[config.mk]
export PLATFORM = sky130hd
export DESIGN_NAME = shared_serial_pin_gpio_ports
export DESIGN_NICKNAME = d
export VERILOG_FILES = /design/src/include/gpio_pkg.sv /design/src/hdl/shared_serial_pin_gpio_ports.sv
export SDC_FILE = /design/constraint.sdc
export NUM_CORES = 1
export LEC_CHECK = 0
export ABC_AREA = 0
export BUFFER_PORTS_ARGS = -buffer_cell sky130_fd_sc_hd__buf_2
export CORE_ASPECT_RATIO = 0.5
export CORE_MARGIN = 2
export CORE_UTILIZATION = 45
export CTS_BUF_LIST = sky130_fd_sc_hd__clkbuf_8
export CTS_CLUSTER_SIZE = 40
export DETAILED_ROUTE_END_ITERATION = 12
export PLACE_DENSITY_LB_ADDON = 0.25
export REMOVE_ABC_BUFFERS = 1
export SLEW_MARGIN = 10
export SYNTH_ARGS = -nofsm -noshare
export SYNTH_HDL_FRONTEND = slang
export SYNTH_SLANG_ARGS = --single-unit
[constraint.sdc]
create_clock -name core_clk -period 8.9 [get_ports core_clk]
set_clock_uncertainty 0.2 [all_clocks]
set_input_delay 1.78 -clock core_clk [delete_from_list [all_inputs] [get_ports core_clk]]
set_output_delay 1.78 -clock core_clk [all_outputs]
set_load 0.005 [all_outputs]
[src/include/gpio_pkg.sv]
// Overview of operation
// (RQ1) function-select bit 1 hands the pin to its serial unit, 0 keeps it GPIO
// (RQ2) a GPIO pin is an output when its direction bit is 1, input when 0
// (RQ3) reading a GPIO input's data bit returns the level on the pin
// (RQ4) a GPIO output drives the value last written into its data bit
// (RQ5) software writes zero to every reserved bit of all nine registers
// (RQ6) reset clears every register, so all pins start as GPIO inputs
// (RQ7) ports C and D have six pins, bit n drives pin n, bits 6-23 reserved
// (RQ8) port E has three pins on bits 0-2, higher bits reserved and read zero
package gpio_pkg;
    localparam int ADDR_W = 24;
    localparam int DATA_W = 24;
    localparam int PIN_W = 6;
    localparam int NPORT = 3;
    localparam int SYNC_DEPTH = 2;

    localparam logic [1:0] PORT_C = 2'h0;
    localparam logic [1:0] PORT_D = 2'h1;
    localparam logic [1:0] PORT_E = 2'h2;

    localparam logic [23:0] PORT_C_FUNCTION_SELECT_ADDR = 24'h0f_ffbf;
    localparam logic [23:0] PORT_C_DIRECTION_ADDR = 24'hff_ffbe;
    localparam logic [23:0] PORT_C_PIN_DATA_ADDR = 24'hff_ffbd;
    localparam logic [23:0] PORT_D_FUNCTION_SELECT_ADDR = 24'hff_ffaf;
    localparam logic [23:0] PORT_D_DIRECTION_ADDR = 24'hff_ffae;
    localparam logic [23:0] PORT_D_PIN_DATA_ADDR = 24'hff_ffad;
    localparam logic [23:0] PORT_E_FUNCTION_SELECT_ADDR = 24'hff_ff9f;
    localparam logic [23:0] PORT_E_DIRECTION_ADDR = 24'hff_ff9e;
    localparam logic [23:0] PORT_E_PIN_DATA_ADDR = 24'hff_ff9d;

    localparam logic [23:0] REG_RESET = 24'h00_0000;
    localparam logic [5:0] PIN_RESET = 6'h00;
    localparam logic [5:0] WIDE_PORT_MASK = 6'h3f;
    localparam logic [5:0] NARROW_PORT_MASK = 6'h07;

    typedef enum logic [1:0] {
        REG_FSEL = 2'b00,
        REG_DIR = 2'b01,
        REG_DATA = 2'b10,
        REG_NONE = 2'b11
    } reg_sel_e;

    typedef struct packed {
        logic [5:0] fsel;
        logic [5:0] dir;
        logic [5:0] data;
    } port_regs_s;

    typedef struct packed {
        logic wr;
        logic rd;
        logic [23:0] addr;
        logic [23:0] wdata;
    } bus_req_s;

    typedef struct packed {
        logic hit;
        logic [1:0] port;
        reg_sel_e sel;
    } reg_hit_s;
endpackage

[src/hdl/shared_serial_pin_gpio_ports.sv]
module shared_serial_pin_gpio_ports (
    // clock, reset, enable
    input wire logic core_clk,
    input wire logic rst,
    input wire logic ce,
    // core register port
    input wire gpio_pkg::bus_req_s bus_req,
    output logic [23:0] bus_rdata,
    output logic bus_rvalid,
    // pads: [port][pin], port 0 = C, 1 = D, 2 = E
    input wire logic [2:0][5:0] pin_in,
    output logic [2:0][5:0] pin_out,
    output logic [2:0][5:0] pin_oe_n,
    // serial unit side
    input wire logic [2:0][5:0] periph_out,
    input wire logic [2:0][5:0] periph_oe,
    output logic [2:0][5:0] periph_in
);
    function automatic logic [5:0] port_mask(input logic [1:0] p);
        port_mask = (p == gpio_pkg::PORT_E) ? gpio_pkg::NARROW_PORT_MASK
                                            : gpio_pkg::WIDE_PORT_MASK; // [RQ7] [RQ8]
    endfunction

    function automatic gpio_pkg::reg_hit_s decode(input logic [23:0] a);
        decode = '{hit: 1'b1, port: gpio_pkg::PORT_C, sel: gpio_pkg::REG_NONE};
        case (a)
            gpio_pkg::PORT_C_FUNCTION_SELECT_ADDR: decode.sel = gpio_pkg::REG_FSEL;
            gpio_pkg::PORT_C_DIRECTION_ADDR: decode.sel = gpio_pkg::REG_DIR;
            gpio_pkg::PORT_C_PIN_DATA_ADDR: decode.sel = gpio_pkg::REG_DATA;
            gpio_pkg::PORT_D_FUNCTION_SELECT_ADDR: begin
                decode.port = gpio_pkg::PORT_D;
                decode.sel = gpio_pkg::REG_FSEL;
            end
            gpio_pkg::PORT_D_DIRECTION_ADDR: begin
                decode.port = gpio_pkg::PORT_D;
                decode.sel = gpio_pkg::REG_DIR;
            end
            gpio_pkg::PORT_D_PIN_DATA_ADDR: begin
                decode.port = gpio_pkg::PORT_D;
                decode.sel = gpio_pkg::REG_DATA;
            end
            gpio_pkg::PORT_E_FUNCTION_SELECT_ADDR: begin
                decode.port = gpio_pkg::PORT_E;
                decode.sel = gpio_pkg::REG_FSEL;
            end
            gpio_pkg::PORT_E_DIRECTION_ADDR: begin
                decode.port = gpio_pkg::PORT_E;
                decode.sel = gpio_pkg::REG_DIR;
            end
            gpio_pkg::PORT_E_PIN_DATA_ADDR: begin
                decode.port = gpio_pkg::PORT_E;
                decode.sel = gpio_pkg::REG_DATA;
            end
            default: decode.hit = 1'b0;
        endcase
    endfunction

    // pad synchroniser; stage one feeds stage two only
    logic [2:0][5:0] sync_a;
    logic [2:0][5:0] sync_b;
    logic [2:0][5:0] next_sync_a;
    logic [2:0][5:0] next_sync_b;

    // two plain stages: the pads are the only inputs from outside this clock
    always_comb begin
        next_sync_a = pin_in;
        next_sync_b = sync_a;
    end

    always_ff @(posedge core_clk or posedge rst) begin
        if (rst) begin
            sync_a <= '0;
            sync_b <= '0;
        end else if (ce) begin
            sync_a <= next_sync_a;
            sync_b <= next_sync_b;
        end
    end

    // register file
    gpio_pkg::port_regs_s [2:0] regs;
    gpio_pkg::port_regs_s [2:0] next_regs;
    gpio_pkg::reg_hit_s hit;

    always_comb begin
        next_regs = regs;
        hit = decode(bus_req.addr);
        // reserved bits are dropped on write so they always read back zero
        if (bus_req.wr && hit.hit) begin
            case (hit.sel)
                gpio_pkg::REG_FSEL:
                    next_regs[hit.port].fsel = bus_req.wdata[5:0] & port_mask(hit.port); // [RQ1]
                gpio_pkg::REG_DIR:
                    next_regs[hit.port].dir = bus_req.wdata[5:0] & port_mask(hit.port); // [RQ2]
                gpio_pkg::REG_DATA:
                    next_regs[hit.port].data = bus_req.wdata[5:0] & port_mask(hit.port); // [RQ4]
                default: next_regs = regs;
            endcase
        end
    end

    always_ff @(posedge core_clk or posedge rst) begin
        if (rst) begin
            regs <= '0; // [RQ6]
        end else if (ce) begin
            regs <= next_regs;
        end
    end

    // read path, one cycle after the strobe; unmapped reads return zero
    logic [23:0] next_rdata;
    logic next_rvalid;
    logic [5:0] rd_view;

    always_comb begin
        next_rdata = gpio_pkg::REG_RESET;
        next_rvalid = bus_req.rd;
        rd_view = gpio_pkg::PIN_RESET;
        if (bus_req.rd && hit.hit) begin
            case (hit.sel)
                gpio_pkg::REG_FSEL: rd_view = regs[hit.port].fsel;
                gpio_pkg::REG_DIR: rd_view = regs[hit.port].dir;
                // gpio inputs show the pad, everything else the stored latch
                gpio_pkg::REG_DATA:
                    rd_view = (sync_b[hit.port] & ~regs[hit.port].fsel & ~regs[hit.port].dir)
                            | (regs[hit.port].data
                               & (regs[hit.port].fsel | regs[hit.port].dir)); // [RQ3]
                default: rd_view = gpio_pkg::PIN_RESET;
            endcase
            next_rdata = {18'h0_0000, rd_view & port_mask(hit.port)}; // [RQ7] [RQ8]
        end
    end

    always_ff @(posedge core_clk or posedge rst) begin
        if (rst) begin
            bus_rdata <= gpio_pkg::REG_RESET;
            bus_rvalid <= 1'b0;
        end else if (ce) begin
            bus_rdata <= next_rdata;
            bus_rvalid <= next_rvalid;
        end
    end

    // pad and serial-unit muxing, registered so outputs come from flops
    logic [2:0][5:0] next_pin_out;
    logic [2:0][5:0] next_pin_oe_n;
    logic [2:0][5:0] next_periph_in;

    always_comb begin
        for (int p = 0; p < gpio_pkg::NPORT; p++) begin
            next_pin_out[p] = ((regs[p].fsel & periph_out[p])
                             | (~regs[p].fsel & regs[p].data)) & port_mask(2'(p)); // [RQ1] [RQ4]
            next_pin_oe_n[p] = ~(((regs[p].fsel & periph_oe[p])
                               | (~regs[p].fsel & regs[p].dir)) & port_mask(2'(p))); // [RQ2]
            next_periph_in[p] = sync_b[p] & regs[p].fsel; // [RQ1]
        end
    end

    always_ff @(posedge core_clk or posedge rst) begin
        if (rst) begin
            pin_out <= '0;
            pin_oe_n <= '1; // [RQ6]
            periph_in <= '0;
        end else if (ce) begin
            pin_out <= next_pin_out;
            pin_oe_n <= next_pin_oe_n;
            periph_in <= next_periph_in;
        end
    end

    for (genvar g = 0; g < 3; g++) begin : g_chk

    end
endmodule

[Word-level counts from Yosys, hierarchy flattened]
Index checks and enable logic that the tools add are counted.
Storage, ports and cells
  register bits: 166
  bits of input ports: 107
  bits in writable memories: 0
  memories kept: 0
  output and inout port bits: 79
  word-level logic and storage cells: 109
  ROM bits: 0
  bits in latches: 0
Operators by class
  magnitude comparators: 2
  add/sub/neg operators: 0
  shifts and indexed selects: 0
  reductions and logical operators: 12
  multiply operators: 0
  divide/modulo/power cells: 0
  bitwise gates (word level): 36
  mux-type cells: 21
  eq/ne operators: 12
Operators by type and width (number)
  $eq 24x24->1 const B: 8
  $bwmux 54: 3
  $pmux 54 s3: 1
  $demux 18 s2: 3
  $and 6x6->6: 16
  $bmux 18 s2: 1
  $mux 18: 2
  $not 6->6: 6
  $or 6x6->6: 6
  $mux 6: 5
  $eq 24x20->1 const B: 1
  $pmux 6 s3: 1
  $reduce_or 3->1: 5
  $and 3x3->3: 4
  $bmux 6 s2: 1
  $mux 12: 1
  $reduce_or 9->1: 1
  $not 3->6: 1
  $or 3x3->3: 2
  $pmux 2 s3: 1
  $eq 2x2->1 const B: 2
  $pmux 2 s2: 1
  $logic_and 1x1->1: 3
  $lt 2x3->1 const B: 1
  other kinds (7): 7

[Longest topological paths before layout]
  depth in word-level cells: 13
  depth in mapped cells: 13
  mapped depth without buffers: 12

[Least setup slack after synthesis]
OpenSTA, ideal clock, no wires.
  path kind: input -> register
  start point: input bus_req[36] (netlist name)
  end point: register (tool-made name)
  arrival: 4073 ps
  setup slack: 4508 ps
  required time: 8581 ps
  stages on the path: 11
  cells stage by stage: nand4_2 > nor4_4 > nand2_1 > nor2_1 > nand3b_1 > ha_1 > clkbuf_1 > or3b_2 > o21ai_0 > nand3_1 > and2_1
RTL lines
  start: declaration: line shared_serial_pin_gpio_ports.sv:7  | input wire gpio_pkg::bus_req_s bus_req,

==> flow_summary.ini <==
[worst_setup_path]
r2r_slack_ps = 6920
cp-startpoint = bus_req[32]
cp-start-kind = input pin
cp_max_fo = 15
cp.required_ps = 9050
reg2reg_depth = 6
arrival_ps = 5100
r2r-end = bus_rdata[0]
path_class = in2reg
endpoint_kind = register

[power]
ir_drop_v = 0.0000968
leakage_uw = 0.00367
pwr_density_cell_nw_per_um2 = 154

[cts]
cts_resized = 0
cts_tree = built
clkLatencyLatePin_ps = 460
postCtsSetupBuffers = 0
root_buffer = clkbuf_8
path_clk_slew_ps = 80
cts_hold_buf = 0
h-tree-depth = 4
cts_num_sinks = 139
cts-buffers-inserted = 17
clockBufferDepth = 2

[synth]
synthCells = 707
synth-edff-count = 0
synth.top_cells.by_area = dfrtp_1 (44%), mux2_2 (8.3%), dfstp_2 (5.6%)
synthTopCellsByCount = dfrtp_1 (124), nand2_1 (86), nand3_1 (61)
syn-cell-area_um2 = 7060
synth_most_common_cell = dfrtp_1
synthArstFlopShare_pct = 100
ys_ff_latch = 139
seq_area_frac_synth_pct = 49.6
synth.avg_cell_area_um2 = 9.98
synthFlopType = dfrtp_1
netlist.area_leader.share_pct = 44.0
synthDistinctLibCells = 57
yosysTopAreaCell = dfrtp_1
yosysWarnings = 0

[grt]
antenna_found_initial = 0
grt_max_degree = 94
grt_pass1_wl_um = 30400
busiest_layer = met2
grt_use_met1_pct = 32.3
grt_usage_pct = 23.5
grt_overflow = 0
grtUsageMet3_pct = 6.88
grt_pass1_vias = 5840
use_met2_pct = 35.8

[sta]
finalCritPeriodShare_pct = 55.6
whs_ps = 308
finalSetupViolCount = 0
max_freq_mhz = 202
finalCriticalPeriod_ps = 4950
hold_viol_final = 0
worst_pin_slew_ps = 1160
finalMaxSlewViolations = 0
timing.setup.tns_ps = 0
grt_setup_unrepaired = no
maxSlewHeadroom_pct = 22.5

[hold_path]
hold_start = next_sync_b[7]
min_path_type = reg2reg
worstHoldPathCells = 1
holdPathEnd = sync_b[7]

[drt]
routedWlPerCell_um = 17.7
drt_iter0_markers = 504
num_vias = 5827
drtPass1Iterations = 5
final_antenna_net_count = 0
drc = 0
wirelength_um = 18500
via_per_inst = 5.59

[floorplanning]
die_h_um = 92.6
start_util_pct = 45.9
fp.dieW_um = 181
io_pins = 186
rows = 32
die-area_um2 = 16800
coreArea_um2 = 15400

[placed_design]
place_hpwl_um = 12700
gp_congestion = 0.867
numPortBuffers = 137
place_area_um2 = 7790

[cells_and_area]
num-nets-final = 935
n_antenna_cell = 0
syn_to_final_growth_pct = 15.5
finish.instance_area_um2 = 8150
layout-drive-gt1-share_pct = 30.5
fill_cells = 1451
regArea_um2 = 3500
multi_input_area_um2 = 3190

[run]
max-cap-violations = 0

[run_status]
run_status = completed
metrics by stage:
stage | worst slack (ps) | util, % | total power, uW | std cells
2_1_floorplan | 3220 | - | 731 | 664
3_3_place_gp | 3760 | 50.7 | 780 | 1010
3_5_place_dp | 3630 | 50.7 | 784 | 1010
4_1_cts | 4130 | 53.0 | 1270 | 1042
5_1_grt | 3740 | 53.0 | 1310 | 1042
6_report | 3950 | 53.0 | 1260 | 1042
worst max path at each step:
stage	slack, ps	cells after the start	end
detailed placement	3630	11	register
global placement	3760	11	register
floorplan	3220	1	async pin
finish	3950	11	register
CTS	4130	11	register
global route	3740	11	register
area by class of cell:
type | instances | area share, %
clock inverter | 15 | 1.60
clock buffer | 17 | 2.87
inverter | 30 | 1.44
multi-input combinational | 495 | 39.2
sequential | 139 | 42.9
tap | 204 | 3.13
timing repair buffer | 142 | 8.90
metal layers:
metal  part of all wire (%)  wire length (um)  up-vias
li1                       -                 -     2716
met4                    1.5               271        0
met2                     44              8210      236
met1                     46              8590     2843
met5                      0                 0        -
met3                    7.7              1420       32
cells by family (layout without fill, tap and decap cells):
family	Yosys count	count (layout)	synth area share, %
multiplexers	85	85	13.0
adder cells (fa/ha/maj)	3	3	0.532
flip-flops	139	139	49.6
XOR/XNOR	2	2	0.248
AO/OA/AOI/OAI	136	136	12.2
AND/OR/NAND/NOR	245	245	17.8
buffers and inverters	95	204	6.56
other	2	24	0.106
critical path, stage by stage:
cell and delay (ps):
buf_2 80, nand4_1 210, nor4_4 450, nand2_1 90, nor2_1 160, nand3b_1 150, ha_1 590, nand2_1 90
a21oi_1 630, nand3_1 510, o21ai_0 350
power breakdown:
group	switching [uW]	internal [uW]	leakage, uW	total [uW]
logic	52.3	44.5	0.00171	96.7
clock network	282	203	0.000176	485
registers	16.5	657	0.00178	673
total	351	904	0.00367	1260
cells in the final DEF, fill, tap and decap left out, drive strengths merged, types with 3 or more instances in the layout:
cell type / count
nand2: 86
a22oi: 14
dfrtp: 124
nand4: 11
a22o: 7
clkinv: 3
clkinvlp: 4
clkbuf: 17
a21oi: 30
o21ai: 55
buf: 142
dfstp: 15
nand3: 63
conb: 24
mux2i: 33
and3: 18
a222oi: 4
a2bb2oi: 4
inv: 38
ha: 3
o31ai: 6
a221o: 3
nor3: 6
nand3b: 8
and2: 7
nor2: 28
mux2: 52
Power figures use the tool's default switching activity.
